### src/include/io_cmd_map.vh
// Command field positions, opcodes, status codes and register offsets
// for the host-side command builder. Definitions only.
`ifndef IO_CMD_MAP_VH
`define IO_CMD_MAP_VH
// Opcodes of the three commands built by the host
`define OPC_FLUSH 8'h00
`define OPC_READ 8'h02
`define OPC_DATASET 8'h09
// Command specific status values
`define SC_CONFLICT_ATTR 8'h80
`define SC_RO_RANGE 8'h82
// Dword 12 fields
`define D12_RETRY_BIT 31
`define D12_MEDIA_BIT 30
`define D12_PI_HI 29
`define D12_PI_LO 26
`define D12_CNT_HI 15
`define D12_CNT_LO 0
// Dword 13 fields
`define D13_INCOMP_BIT 7
`define D13_SEQ_BIT 6
`define D13_LAT_HI 5
`define D13_LAT_LO 4
`define D13_FREQ_HI 3
`define D13_FREQ_LO 0
`define FREQ_LAST_VALID 4'h8
// Own APB register offsets
`define REG_CTRL 12'h000
`define REG_STATUS 12'h004
`define REG_START_LO 12'h008
`define REG_START_HI 12'h00C
`define REG_D12 12'h010
`define REG_D13 12'h014
`define REG_META_LO 12'h018
`define REG_META_HI 12'h01C
`define REG_DEST0 12'h020
`define REG_DEST1 12'h024
`define REG_DEST2 12'h028
`define REG_DEST3 12'h02C
`define REG_NSID 12'h030
`define REG_CPL 12'h034
`define REG_BLOCKS 12'h038
// Control register bits
`define CTRL_GO_BIT 0
`define CTRL_OPC_HI 9
`define CTRL_OPC_LO 8
`define CTRL_SG_BIT 16
`endif

### src/hdl/field_pack.v
// Packs the read command dwords 12 and 13 from loose fields.
// Assumes the caller keeps reserved inputs cleared by construction.
`timescale 1ns/10ps
`default_nettype none
`include "io_cmd_map.vh"
module field_pack (
  // Dword 12 fields
  input wire reduced_retry_flag,
  input wire media_direct_flag,
  input wire [3:0] integrity_action_select,
  input wire [15:0] block_count_zero_based,
  // Dword 13 fields
  input wire [7:0] dataset_hint_byte,
  // Packed dwords
  output wire [31:0] dword12,
  output wire [31:0] dword13,
  output wire hint_reserved
);
  // Bits 25:16 of dword 12 and 31:8 of dword 13 stay zero
  assign dword12 = {reduced_retry_flag, media_direct_flag, integrity_action_select,
                    10'h000, block_count_zero_based};
  assign dword13 = {24'h000000, dataset_hint_byte};
  // Frequency codes above one-time/prefetch/overwrite are reserved
  assign hint_reserved = (dataset_hint_byte[`D13_FREQ_HI:`D13_FREQ_LO]
                          > `FREQ_LAST_VALID);
endmodule // field_pack
`default_nettype wire

### src/hdl/io_cmd_host.v
// Host-side command builder: software fills own APB registers, the block
// emits a 16-dword submission entry and receives completion entries.
// Assumes the device takes an entry on sq_valid & sq_ready and posts
// each completion as a one-cycle cq_valid pulse with status.
//
// Added by the designer: register access over APB and the placing of the registers.
`timescale 1ns/10ps
`default_nettype none
`include "io_cmd_map.vh"
module io_cmd_host (
  // Clock and reset
  input wire clock,
  input wire rst,
  // APB slave
  input wire psel,
  input wire penable,
  input wire pwrite,
  input wire [11:0] paddr,
  input wire [31:0] pwdata,
  output reg [31:0] prdata,
  output wire pready,
  output wire pslverr,
  // Submission entry towards the device
  output wire sq_valid,
  input wire sq_ready,
  output reg [7:0] sq_opcode,
  output reg [15:0] sq_cid,
  output reg [31:0] sq_nsid,
  output reg sq_scatter_gather,
  output reg [63:0] metadata_location,
  output reg [127:0] transfer_destination,
  output reg [31:0] sq_dw10,
  output reg [31:0] sq_dw11,
  output reg [31:0] sq_dw12,
  output reg [31:0] sq_dw13,
  output reg [31:0] sq_dw14,
  output reg [31:0] sq_dw15,
  // Completion entry from the device
  input wire cq_valid,
  input wire [15:0] cq_cid,
  input wire [7:0] cq_status,
  // Status summary
  output wire busy
);
  localparam [2:0] ST_IDLE = 3'b001;
  localparam [2:0] ST_SEND = 3'b010;
  localparam [2:0] ST_WAIT = 3'b100;

  reg [2:0] state_reg;
  reg [2:0] state_next;
  reg [1:0] opsel_reg;
  reg scatter_gather_reg;
  reg [63:0] start_block_reg;
  reg reduced_retry_flag;
  reg media_direct_flag;
  reg [3:0] integrity_action_select;
  reg [15:0] block_count_zero_based;
  reg [7:0] dataset_hint_byte;
  reg [63:0] meta_reg;
  reg [127:0] dest_reg;
  reg [31:0] nsid_reg;
  reg [15:0] cid_reg;
  reg [7:0] cpl_status_reg;
  reg done_reg;
  reg conflict_reg;
  reg ro_range_reg;
  reg hint_err_reg;
  wire [31:0] dword12;
  wire [31:0] dword13;
  wire hint_reserved;
  wire wr_en;
  wire go;
  wire [1:0] go_op;
  wire go_sg;
  wire go_read;
  wire go_flush;
  wire cpl_hit;

  // Opcode for the 2-bit selector: 0 flush, 1 read, 2 dataset management
  function [7:0] opc_of;
    input [1:0] sel;
    begin
      case (sel)
        2'd0: opc_of = `OPC_FLUSH;
        2'd1: opc_of = `OPC_READ;
        default: opc_of = `OPC_DATASET;
      endcase
    end
  endfunction

  field_pack pack (
    .reduced_retry_flag(reduced_retry_flag),
    .media_direct_flag(media_direct_flag),
    .integrity_action_select(integrity_action_select),
    .block_count_zero_based(block_count_zero_based),
    .dataset_hint_byte(dataset_hint_byte),
    .dword12(dword12),
    .dword13(dword13),
    .hint_reserved(hint_reserved)
  );

  assign pready = 1'b1;
  assign pslverr = 1'b0;
  assign wr_en = psel & penable & pwrite;
  assign go = wr_en & (paddr == `REG_CTRL) & pwdata[`CTRL_GO_BIT] & (state_reg == ST_IDLE);
  assign sq_valid = (state_reg == ST_SEND);
  assign busy = (state_reg != ST_IDLE);
  // A go write carries its own opcode and descriptor kind, so the entry
  // takes them from the bus and not from the register it overwrites
  assign go_op = pwdata[`CTRL_OPC_HI:`CTRL_OPC_LO];
  assign go_sg = pwdata[`CTRL_SG_BIT];
  assign go_read = (go_op == 2'd1);
  assign go_flush = (go_op == 2'd0);
  // Completion belongs to the outstanding command: it echoes the tag sent
  assign cpl_hit = cq_valid & (state_reg == ST_WAIT) & (cq_cid == sq_cid);

  always @*
  begin
    case (state_reg)
      ST_IDLE: state_next = go ? ST_SEND : ST_IDLE;
      ST_SEND: state_next = sq_ready ? ST_WAIT : ST_SEND;
      ST_WAIT: state_next = cpl_hit ? ST_IDLE : ST_WAIT;
      default: state_next = ST_IDLE;
    endcase
  end

  // Register writes; command fields are frozen while busy
  always @(posedge clock)
  begin
    if (rst)
    begin
      state_reg <= ST_IDLE;
      opsel_reg <= 2'd0;
      scatter_gather_reg <= 1'b0;
      start_block_reg <= 64'h0000000000000000;
      reduced_retry_flag <= 1'b0;
      media_direct_flag <= 1'b0;
      integrity_action_select <= 4'h0;
      block_count_zero_based <= 16'h0000;
      dataset_hint_byte <= 8'h00;
      meta_reg <= 64'h0000000000000000;
      dest_reg <= {128{1'b0}};
      nsid_reg <= 32'h00000000;
      cid_reg <= 16'h0000;
      cpl_status_reg <= 8'h00;
      done_reg <= 1'b0;
      conflict_reg <= 1'b0;
      ro_range_reg <= 1'b0;
      hint_err_reg <= 1'b0;
    end
    else
    begin
      state_reg <= state_next;
      if (wr_en && !busy)
      begin
        case (paddr)
          `REG_CTRL:
          begin
            opsel_reg <= pwdata[`CTRL_OPC_HI:`CTRL_OPC_LO];
            scatter_gather_reg <= pwdata[`CTRL_SG_BIT];
          end
          `REG_START_LO: start_block_reg[31:0] <= pwdata;
          `REG_START_HI: start_block_reg[63:32] <= pwdata;
          `REG_D12:
          begin
            reduced_retry_flag <= pwdata[`D12_RETRY_BIT];
            media_direct_flag <= pwdata[`D12_MEDIA_BIT];
            integrity_action_select <= pwdata[`D12_PI_HI:`D12_PI_LO];
            block_count_zero_based <= pwdata[`D12_CNT_HI:`D12_CNT_LO];
          end
          `REG_D13: dataset_hint_byte <= pwdata[7:0];
          `REG_META_LO: meta_reg[31:0] <= pwdata;
          `REG_META_HI: meta_reg[63:32] <= pwdata;
          `REG_DEST0: dest_reg[31:0] <= pwdata;
          `REG_DEST1: dest_reg[63:32] <= pwdata;
          `REG_DEST2: dest_reg[95:64] <= pwdata;
          `REG_DEST3: dest_reg[127:96] <= pwdata;
          `REG_NSID: nsid_reg <= pwdata;
          default: ;
        endcase
      end
      // Tag for the next command; the current one leaves with the entry
      if (go)
      begin
        cid_reg <= cid_reg + 16'h0001;
        done_reg <= 1'b0;
        hint_err_reg <= 1'b0;
      end
      // Set wins over a status-register clear in the same cycle
      if (cpl_hit)
      begin
        cpl_status_reg <= cq_status;
        done_reg <= 1'b1;
        conflict_reg <= (opsel_reg == 2'd2) && (cq_status == `SC_CONFLICT_ATTR);
        ro_range_reg <= (opsel_reg == 2'd2) && (cq_status == `SC_RO_RANGE);
      end
      else if (wr_en && paddr == `REG_STATUS)
      begin
        done_reg <= done_reg & ~pwdata[1];
        conflict_reg <= conflict_reg & ~pwdata[2];
        ro_range_reg <= ro_range_reg & ~pwdata[3];
      end
      if (state_reg == ST_SEND && opsel_reg == 2'd1 && hint_reserved)
        hint_err_reg <= 1'b1;
    end
  end

  // Entry fields; a flush leaves every command-specific dword zero
  always @(posedge clock)
  begin
    if (rst)
    begin
      sq_opcode <= 8'h00;
      sq_cid <= 16'h0000;
      sq_nsid <= 32'h00000000;
      sq_scatter_gather <= 1'b0;
      metadata_location <= 64'h0000000000000000;
      transfer_destination <= {128{1'b0}};
      sq_dw10 <= 32'h00000000;
      sq_dw11 <= 32'h00000000;
      sq_dw12 <= 32'h00000000;
      sq_dw13 <= 32'h00000000;
      sq_dw14 <= 32'h00000000;
      sq_dw15 <= 32'h00000000;
    end
    else if (go)
    begin
      sq_opcode <= opc_of(go_op);
      sq_cid <= cid_reg;
      sq_nsid <= nsid_reg;
      sq_scatter_gather <= go_sg;
      metadata_location <= go_flush ? 64'h0000000000000000 : meta_reg;
      transfer_destination <= go_flush ? {128{1'b0}} : dest_reg;
      sq_dw14 <= 32'h00000000;
      sq_dw15 <= 32'h00000000;
      // Only a read fills dwords 10 to 13; the others send them zero
      if (go_read)
      begin
        sq_dw10 <= start_block_reg[31:0];
        sq_dw11 <= start_block_reg[63:32];
        sq_dw12 <= dword12;
        sq_dw13 <= dword13;
      end
      else
      begin
        sq_dw10 <= 32'h00000000;
        sq_dw11 <= 32'h00000000;
        sq_dw12 <= 32'h00000000;
        sq_dw13 <= 32'h00000000;
      end
    end
  end

  // Register read data
  always @*
  begin
    case (paddr)
      `REG_CTRL: prdata = {15'h0000, scatter_gather_reg, 6'h00, opsel_reg, 8'h00};
      `REG_STATUS: prdata = {27'h0000000, hint_err_reg, ro_range_reg, conflict_reg,
                             done_reg, busy};
      `REG_START_LO: prdata = start_block_reg[31:0];
      `REG_START_HI: prdata = start_block_reg[63:32];
      `REG_D12: prdata = dword12;
      `REG_D13: prdata = dword13;
      `REG_META_LO: prdata = meta_reg[31:0];
      `REG_META_HI: prdata = meta_reg[63:32];
      `REG_DEST0: prdata = dest_reg[31:0];
      `REG_DEST1: prdata = dest_reg[63:32];
      `REG_DEST2: prdata = dest_reg[95:64];
      `REG_DEST3: prdata = dest_reg[127:96];
      `REG_NSID: prdata = nsid_reg;
      `REG_CPL: prdata = {8'h00, cpl_status_reg, sq_cid};
      `REG_BLOCKS: prdata = {15'h0000, {1'b0, block_count_zero_based} + 17'h00001};
      default: prdata = 32'h00000000;
    endcase
  end
endmodule // io_cmd_host
`default_nettype wire

### config.mk
export PLATFORM = sky130hd
export DESIGN_NAME = io_cmd_host
export DESIGN_NICKNAME = d
export VERILOG_FILES = /design/src/hdl/field_pack.v /design/src/hdl/io_cmd_host.v
export VERILOG_INCLUDE_DIRS = /design/src /design/src/include
export SDC_FILE = /design/constraint.sdc
export NUM_CORES = 1
export LEC_CHECK = 0
export BUFFER_PORTS_ARGS = -buffer_cell sky130_fd_sc_hd__buf_4
export CAP_MARGIN = 5
export CELL_PAD_IN_SITES_DETAIL_PLACEMENT = 0
export CELL_PAD_IN_SITES_GLOBAL_PLACEMENT = 1
export CORE_MARGIN = 10
export CORE_UTILIZATION = 44
export DETAILED_ROUTE_END_ITERATION = 6
export PLACE_DENSITY = 0.89
export SYNTH_ARGS = -nofsm -noshare
export SYNTH_HDL_FRONTEND = slang
export SYNTH_SLANG_ARGS = --single-unit
export TNS_END_PERCENT = 20
### constraint.sdc
create_clock -name clock -period 8 [get_ports clock]
set_clock_uncertainty 0.15 [all_clocks]
set_input_delay 1.6 -clock clock [delete_from_list [all_inputs] [get_ports clock]]
set_output_delay 1.6 -clock clock [all_outputs]
set_load 0.02 [all_outputs]
Word level (Yosys, flattened, before mapping)
Index checks and enable logic that the tools add are counted. Widths: inputs -> output; s select.

Mux-type cells: 20. Add/sub/neg operators: 2. Reduce and logical (&&, ||, !) cells: 24. Bitwise operators: 13. Eq/ne operators: 24. Order comparisons: 1.

Operators with widths (number): $pmux 32 s15 (1); $mux 128 (1); $mux 32 (3); $eq 12x6->1 const B (7); $mux 64 (1); $eq 12x5->1 const B (4); $eq 12x4->1 const B (2); $reduce_and 2->1 (12); $add 16x1->17 const B (1); $add 16x1->16 const B (1); $eq 16x16->1 (1); $eq 8x8->1 const B (2); $eq 12x3->1 const B (1); $logic_not 12->1 (1); $and 1x1->1 (10); $pmux 3 s3 (1); $mux 1 (8); $mux 8 (1); $pmux 4 s2 (1); $logic_and 1x1->1 (6); $mux 3 (2); $eq 2x1->1 const B (2); $gt 4x4->1 const B (1); $reduce_bool 2->1 (2); other kinds (10) (12).

Flip-flop bits (word level): 729. Word-level logic and storage cells: 117. Output and inout bits: 477.

Depth between registers and ports, before layout
Gate-level depths: netlist of the first run.

Depth in word-level cells: 8. Mapped depth: 10. Gate-level depth less buffers: 7.

Hierarchy
A second synthesis of the first run with hierarchy kept.

Cells, all modules: 3665. Area total of the unflattened synthesis: 30067.6 µm².

By module, submodules not included: io_cmd_host (cells each 3599, instances 1, area each 29574.6 µm²); field_pack (cells each 66, instances 1, area each 493.0 µm²).

Least setup slack after synthesis of the first run
OpenSTA, ideal clock, no wires.

Path kind: input-to-output. Start: input port paddr[7]. End: output port prdata[0]. Data required time: 6.250 ns. Slack: 2.613 ns. Stages on the path: 8. Buffers on the path: 2. Data arrival time: 3.637 ns. Cell sequence: clkbuf_1 -> or4b_2 -> clkbuf_1 -> nor2_1 -> a221oi_1 -> o21ai_0 -> a21oi_1 -> o21ai_0.

Word-level cells in the longest chain between the ends: 2.

Ends and longest elaborated chain: start: declaration (RTL line io_cmd_host.v:18) `input wire [11:0] paddr,`; $eq 12x6->1 (tied with other cells) (RTL line io_cmd_host.v:257) `case (paddr)`; $pmux 32 s15 (*) (RTL line io_cmd_host.v:257); end: declaration (RTL line io_cmd_host.v:20) `output reg [31:0] prdata,`.

Mark *: on every way between the ends. The rest lies on a longest branch, timed or not.

Worst setup path in the final report of the first run
Start: input port paddr[4]. End: output port prdata[0].

The elaborated chain is that of the path after synthesis.

==> summary.txt, run 1 <==
Synth
  – Synth area leaders: dfxtp_1, nand2_1, a21oi_1, nand3_1, clkbuf_1
  – EDFF count, synth: 0
  – Seq/Total Area, Yosys: 0.492
  – Post-synth top flop: dfxtp_1
  – Async set-reset flop share out of synthesis: 0
  – Post-synthesis cell type count: 68
  – Syn_area_per_cell: 7.98 um^2
  – Yosys reg bits: 689
  – Area share of the largest cell type after synthesis: 0.492
  – Yosys Warn Count: 0
  – Mapped Cells: 3515
  – Mapped Area: 0.0281 mm^2
  – Dominant cell type by area after synthesis: dfxtp_1

Place
  – Port bufs: 446
  – Dpl hpwl: 96100 um
  – Place WS: 1.54 ns
  – Final RePlAce weighted congestion: 1.08
  – Placed Instances: 4546

Timing
  – Worst hold slack: 0.300 ns
  – RSZ-0062 raised after global routing: false
  – Worst Slack Setup Final: 1.38 ns
  – Final period utilization: 0.827
  – Final Critical Period: 6.62 ns
  – Slew Viols, Final: 0
  – Final Hold Violating Endpoints: 0
  – Post-Route Setup TNS: 0 ns
  – F_max: 151 MHz
  – Final setup fails: 0
  – Rel. slew slack: 0.167
  – Worst-Margin Slew: 1.25 ns

CTS
  – Post-cts gate resize count: 0
  – Hold buffer count at CTS: 0
  – Total CTS buffers: 74
  – Clock transition at path regs: 0.06 ns
  – # clock sinks: 689
  – TritonCTS clock tree: yes
  – Later-pin clock latency in the skew report: 0.64 ns
  – Setup Buffers After CTS: 0
  – Clk buf depth: 3
  – CTS root buf: clkbuf_16
  – H-tree levels: 3

Critical path
  – CP bufs+invs: 2
  – Crit path max-delay cell type: or4b_2
  – CP Cell Sequence: buf_4 > or4b_2 > nor2_1 > a221oi_1 > o21ai_0 > a21oi_1 > o21ai_0 > buf_4
  – WP data arrival: 4.87 ns
  – Top delay family on crit path: simple AND/OR/NAND/NOR gates
  – Crit-path max cell delay: 0.92 ns
  – CP Max Fanout: 34
  – Nature of the critical path endpoint: output port
  – Reg-to-reg setup timing slack: 4.40 ns
  – Req. time, crit path: 6.25 ns
  – Startpoint Class: input pin
  – Setup Crit Path Kind: in2out

Global routing
  – Total track usage: 0.339
  – Initial antenna violation count: 2
  – Vias in the first global route: 25300
  – GRT overflow: 0
  – First-pass GRT wire length: 187000 um
  – Pin count of the biggest net entering global routing: 218

Layout
  – Area growth syn-to-layout: 21.1%
  – Layout cells sized above 1: 0.174
  – Post-Layout Cell Count: 4679
  – Fin nets: 3854

Floorplan
  – Starting density of the core: 0.445
  – CORE AREA: 0.0631 mm^2
  – Die X: 273 um
  – Num rows: 92
  – # IOs: 552
  – Die H: 273 um
  – Die area: 0.0743 mm^2

Routing
  – Vias: 27700
  – DRC Markers: 0
  – Detail-routed via count per cell: 5.92
  – Final wirelength: 133000 um
  – Wire per inst: 28.4 um
  – DRT iter0 DRCs: 4287
  – Routed Antenna Nets: 0
  – Drt pass-1 iters: 7

Power
  – Peak VDD IR: 0.174 mV
  – LEAKAGE: 12.4 nW
  – Power per cell area: 216 mW/mm^2

Min path
  – Tightest Hold Check Type: reg2reg

Flow run
  – Max Cap Viol: 0

Status
  – Status: finished clean
==> power breakdown <==
part / internal (mW) / switching [mW] / total (mW)
registers: 3.43 / 0.0000868 / 3.43
clock network: 2.13 / 1.47 / 3.60
logic: 0.0494 / 0.252 / 0.301
total: 5.61 / 1.72 / 7.33
==> per-stage QoR <==
step,total power [mW],utilization,cell area [um^2]
after floorplan,3.71,-,28400
after global placement,3.79,0.498,31400
after detailed placement,3.79,0.498,31400
after CTS,7.33,0.539,34000
after global routing,7.49,0.539,34000
final,7.33,0.539,34000
==> cell type report <==
class                      instances  area, um^2
fill                            5953       29100
sequential                       689       13800
multi-input combinational       2499       12700
timing repair buffer             504        3840
clock buffer                     105        2180
tap                              846        1060
clock inverter                    26         360
inverter                           8        30.0
antenna                            2        5.00
==> cells in the final DEF (no fill, tap or decap), types with 5 or more instances in the layout <==
cell type / n
a21oi_1: 589
a221oi_1: 8
a222oi_1: 16
a22o_1: 99
a22oi_1: 46
a32oi_1: 5
and3_1: 5
buf_4: 499
bufinv_16: 7
clkbuf_1: 11
clkbuf_16: 75
clkbuf_8: 19
clkinv_2: 6
conb_1: 105
dfxtp_1: 689
inv_1: 8
inv_6: 6
mux2_2: 14
mux2i_1: 66
nand2_1: 991
nand2b_1: 5
nand3_1: 227
nand4_1: 13
nor2_1: 83
nor2b_1: 6
nor3_1: 25
nor3_2: 6
nor4_1: 11
o21ai_0: 39
o221ai_1: 5
o22ai_1: 10
o32ai_1: 6
or3_1: 8
xnor2_1: 17
xor2_1: 23
==> logic make-up after synthesis <==
| group | after synthesis | share of synthesized area |
|---|---|---|
| AND/OR/NAND/NOR | 1414 | 0.210 |
| other | 2 | 0.000268 |
| buffers and inverters | 430 | 0.0729 |
| flip-flops | 689 | 0.492 |
| multiplexers | 84 | 0.0324 |
| XOR/XNOR | 40 | 0.0125 |
| AO/OA/AOI/OAI | 853 | 0.179 |
| adder cells (fa/ha/maj) | 3 | 0.00134 |
==> tightest hold or removal path, cell delays in order, from the launching register on <==
cell and delay (ns):
dfxtp_1 0.31, nand2_1 0.05, a21oi_1 0.05
==> cells in the mapped netlist (6+ instances only) <==
| cell type | instances |
|---|---|
| nand2_1 | 991 |
| dfxtp_1 | 689 |
| a21oi_1 | 589 |
| clkbuf_1 | 292 |
| nand3_1 | 227 |
| buf_4 | 112 |
| a22o_1 | 99 |
| nor2_1 | 85 |
| mux2i_1 | 66 |
| a22oi_1 | 46 |
| o21ai_0 | 39 |
| nor3_1 | 32 |
| xor2_1 | 23 |
| xnor2_1 | 17 |
| a222oi_1 | 16 |
| mux2_2 | 14 |
| buf_1 | 13 |
| nand4_1 | 13 |
| nor4_1 | 13 |
| o22ai_1 | 10 |
| a221oi_1 | 8 |
| inv_1 | 8 |
| or3_1 | 8 |
| nor2b_1 | 6 |
| o32ai_1 | 6 |
==> metal layers <==
metal | GRT usage | up-vias | wire [um]
li1 | - | 12300 | -
met4 | 0.156 | 2 | 6220
met5 | 0 | - | 11
met3 | 0.0831 | 296 | 15900
met1 | 0.450 | 13300 | 51800
met2 | 0.514 | 1823 | 59000
==> final timing paths <==
| kind | start | end | depth (start not counted) |
|---|---|---|---|
| min | transfer_destination[77] | transfer_destination[77] | 2 |
| max | paddr[4] | prdata[0] | 8 |
| min reg2reg | transfer_destination[77] | transfer_destination[77] | 2 |
| max reg2reg | state_reg[2] | transfer_destination[73] | 6 |
No activity file was read; power rests on OpenSTA's default activity.
==> inputs of run 2 (changes only) <==
Settings changed: CORE_UTILIZATION 44 to 40, PLACE_DENSITY 0.89 to 0.82.
Clock period 8 ns to 6.3 ns, I/O delays scaled along.
==> run 2 against run 1 <==
Die area is 9.2% higher. Sequential share of layout area hardly changed. Routed wire length is 3.2% higher. Sequential power is 27% higher. Combinational power is 31% higher. Worst setup slack worse by 0.53 ns.
==> summary.txt, run 2 (same netlist as run 1, synthesis figures left out) <==
Status
  – Status: finished clean (unchanged)

Routing
  – Detail-routed via count per cell: 5.74 (was 5.92)
  – Vias: 27500 (was 27700)
  – Wire per inst: 28.7 um (was 28.4 um)
  – DRC Markers: 0 (unchanged)
  – DRT iter0 DRCs: 4140 (was 4287)
  – Routed Antenna Nets: 0 (unchanged)
  – Drt pass-1 iters: 6 (was 7)
  – Final wirelength: 137000 um (was 133000 um)

Power
  – Power share of the clock group: 0.468 (was 0.491)
  – LEAKAGE: 12.4 nW (about the same)
  – Final Power: 8.93 mW (was 7.33 mW)
  – Peak VDD IR: 0.154 mV (was 0.174 mV)
  – Combinational power share: 0.044 (was 0.041)
  – Share of power burned in registers: 0.488 (was 0.468)
  – Net Sw Frac: 0.243 (was 0.235)
  – Power per cell area: 263 mW/mm^2 (was 216 mW/mm^2)
  – Int Pwr: 6.76 mW (was 5.61 mW)
  – Switching pwr: 2.17 mW (was 1.72 mW)

Global routing
  – GRT overflow: 0 (unchanged)
  – Vias in the first global route: 25400 (was 25300)
  – Initial antenna violation count: 5 (was 2)
  – Pin count of the biggest net entering global routing: 214 (was 218)
  – First-pass GRT wire length: 192000 um (was 187000 um)
  – Total track usage: 0.320 (was 0.339)

Floorplan
  – Die H: 285 um (was 273 um)
  – Starting density of the core: 0.402 (was 0.445)
  – CORE AREA: 0.0698 mm^2 (was 0.0631 mm^2)
  – Die X: 285 um (was 273 um)
  – Die area: 0.0811 mm^2 (was 0.0743 mm^2)
  – # IOs: 552 (unchanged)
  – Num rows: 97 (was 92)

Timing
  – Final Hold Violating Endpoints: 0 (unchanged)
  – Rel. slew slack: 0.145 (was 0.167)
  – Final Critical Period: 5.44 ns
  – Final period utilization: 0.864
  – Slew Viols, Final: 0 (unchanged)
  – Post-Route Setup TNS: 0 ns (unchanged)
  – RSZ-0062 raised after global routing: false (unchanged)
  – F_max: 184 MHz
  – Worst-Margin Slew: 1.28 ns (was 1.25 ns)
  – Worst hold slack: 0.299 ns (was 0.300 ns)
  – Final setup fails: 0 (unchanged)

Layout
  – Most frequent cells in the layout: nand2_1, dfxtp_1, a21oi_1 (unchanged)
  – Area growth syn-to-layout: 21.1% (about the same)
  – Fillers: 6820 (was 5953)
  – Fin nets: 3865 (was 3854)
  – Layout cells sized above 1: 0.175 (was 0.174)
  – Commonest non-fill, non-tap cell in the layout: nand2_1 (unchanged)

Place
  – Final RePlAce weighted congestion: 1.01 (was 1.08)
  – Dpl hpwl: 100000 um (was 96100 um)
  – Port bufs: 446 (unchanged)

Critical path
  – CP Cell Sequence: buf_4 > mux2i_1 > nor2_1 > a21oi_1 > o21ai_0 > a2111oi_1 > o21ai_0 > buf_4 (was buf_4 > or4b_2 > nor2_1 > a221oi_1 > o21ai_0 > a21oi_1 > o21ai_0 > buf_4)
  – Nature of the critical path endpoint: output port (unchanged)
  – CP Max Fanout: 35 (was 34)
  – Crit-path max cell delay: 1.01 ns (was 0.92 ns)
  – Crit path max-delay cell type: a2111oi_1 (was or4b_2)
  – Req. time, crit path: 4.89 ns (was 6.25 ns)
  – Setup Crit Path Kind: in2out (unchanged)
  – WP data arrival: 4.03 ns (was 4.87 ns)
  – Startpoint Class: input pin (unchanged)

Min path
  – Tightest Hold Check Type: reg2reg (unchanged)

CTS
  – Later-pin clock latency in the skew report: 0.63 ns (was 0.64 ns)
  – Clock transition at path regs: 0.06 ns (about the same)
  – Hold buffer count at CTS: 0 (unchanged)
  – Total CTS buffers: 74 (unchanged)
  – Setup Buffers After CTS: 0 (unchanged)
  – Post-cts gate resize count: 0 (unchanged)
  – # clock sinks: 689 (unchanged)
  – TritonCTS clock tree: yes (unchanged)
  – Clk buf depth: 3 (unchanged)
  – H-tree levels: 3 (unchanged)
  – CTS root buf: clkbuf_16 (unchanged)

Flow run
  – Max Cap Viol: 0 (unchanged)
[run 2: metal layers]
| metal | track usage | share of wire |
|---|---|---|
| met5 | 0 | 0 |
| met1 | 0.436 | 0.41 |
| met4 | 0.121 | 0.037 |
| met2 | 0.498 | 0.45 |
| met3 | 0.0603 | 0.10 |
[run 2: final cells by class]
| type | count | area, um^2 | area share |
|---|---|---|---|
| Antenna cell | 2 | 5.00 | 0.000147 |
| Clock buffer | 105 | 2100 | 0.0618 |
| Clock inverter | 26 | 200 | 0.00589 |
| Inverter | 8 | 30.0 | 0.000884 |
| Multi-Input combinational cell | 2499 | 12700 | 0.374 |
| Sequential cell | 689 | 13800 | 0.406 |
| Tap cell | 940 | 1180 | 0.0346 |
| Timing Repair Buffer | 515 | 3960 | 0.117 |
[run 2: worst max-delay path: cells and delay by family]
kind,cells,cell delay [ns]
AO/OA/AOI/OAI,4,1.77
buffers and inverters,2,0.70
multiplexers,1,0.24
AND/OR/NAND/NOR,1,0.06
[run 2: final timing paths]
path,startpoint,to,slack (ns),depth (start not counted)
min,metadata_location[21],metadata_location[21],0.30,2
max reg2reg,state_reg[2],sq_dw10[25],2.86,6
max,paddr[4],prdata[5],0.86,8
min reg2reg,metadata_location[21],metadata_location[21],0.30,2
[run 2: power by group through the flow]
| stage | Sequential, mW | Clock [mW] | Combinational, mW |
|---|---|---|---|
| after CTS | 4.36 | 4.21 | 0.378 |
| after global placement | 4.45 | 0 | 0.378 |
| final | 4.36 | 4.18 | 0.394 |
| after global routing | 4.35 | 4.40 | 0.400 |
| after floorplan | 4.45 | 0 | 0.263 |
| after detailed placement | 4.45 | 0 | 0.378 |
[run 2: metrics by stage]
| step | utilization | instances | setup slack (ns) | area (um^2) |
|---|---|---|---|---|
| CTS | 0.487 | 4782 | 0.961 | 34000 |
| detailed placement | 0.454 | 4651 | 0.961 | 31700 |
| global placement | 0.454 | 4651 | 0.943 | 31700 |
| floorplan | - | 3618 | 1.59 | 28400 |
| finish | 0.487 | 4784 | 0.856 | 34000 |
| global route | 0.487 | 4782 | 0.846 | 34000 |
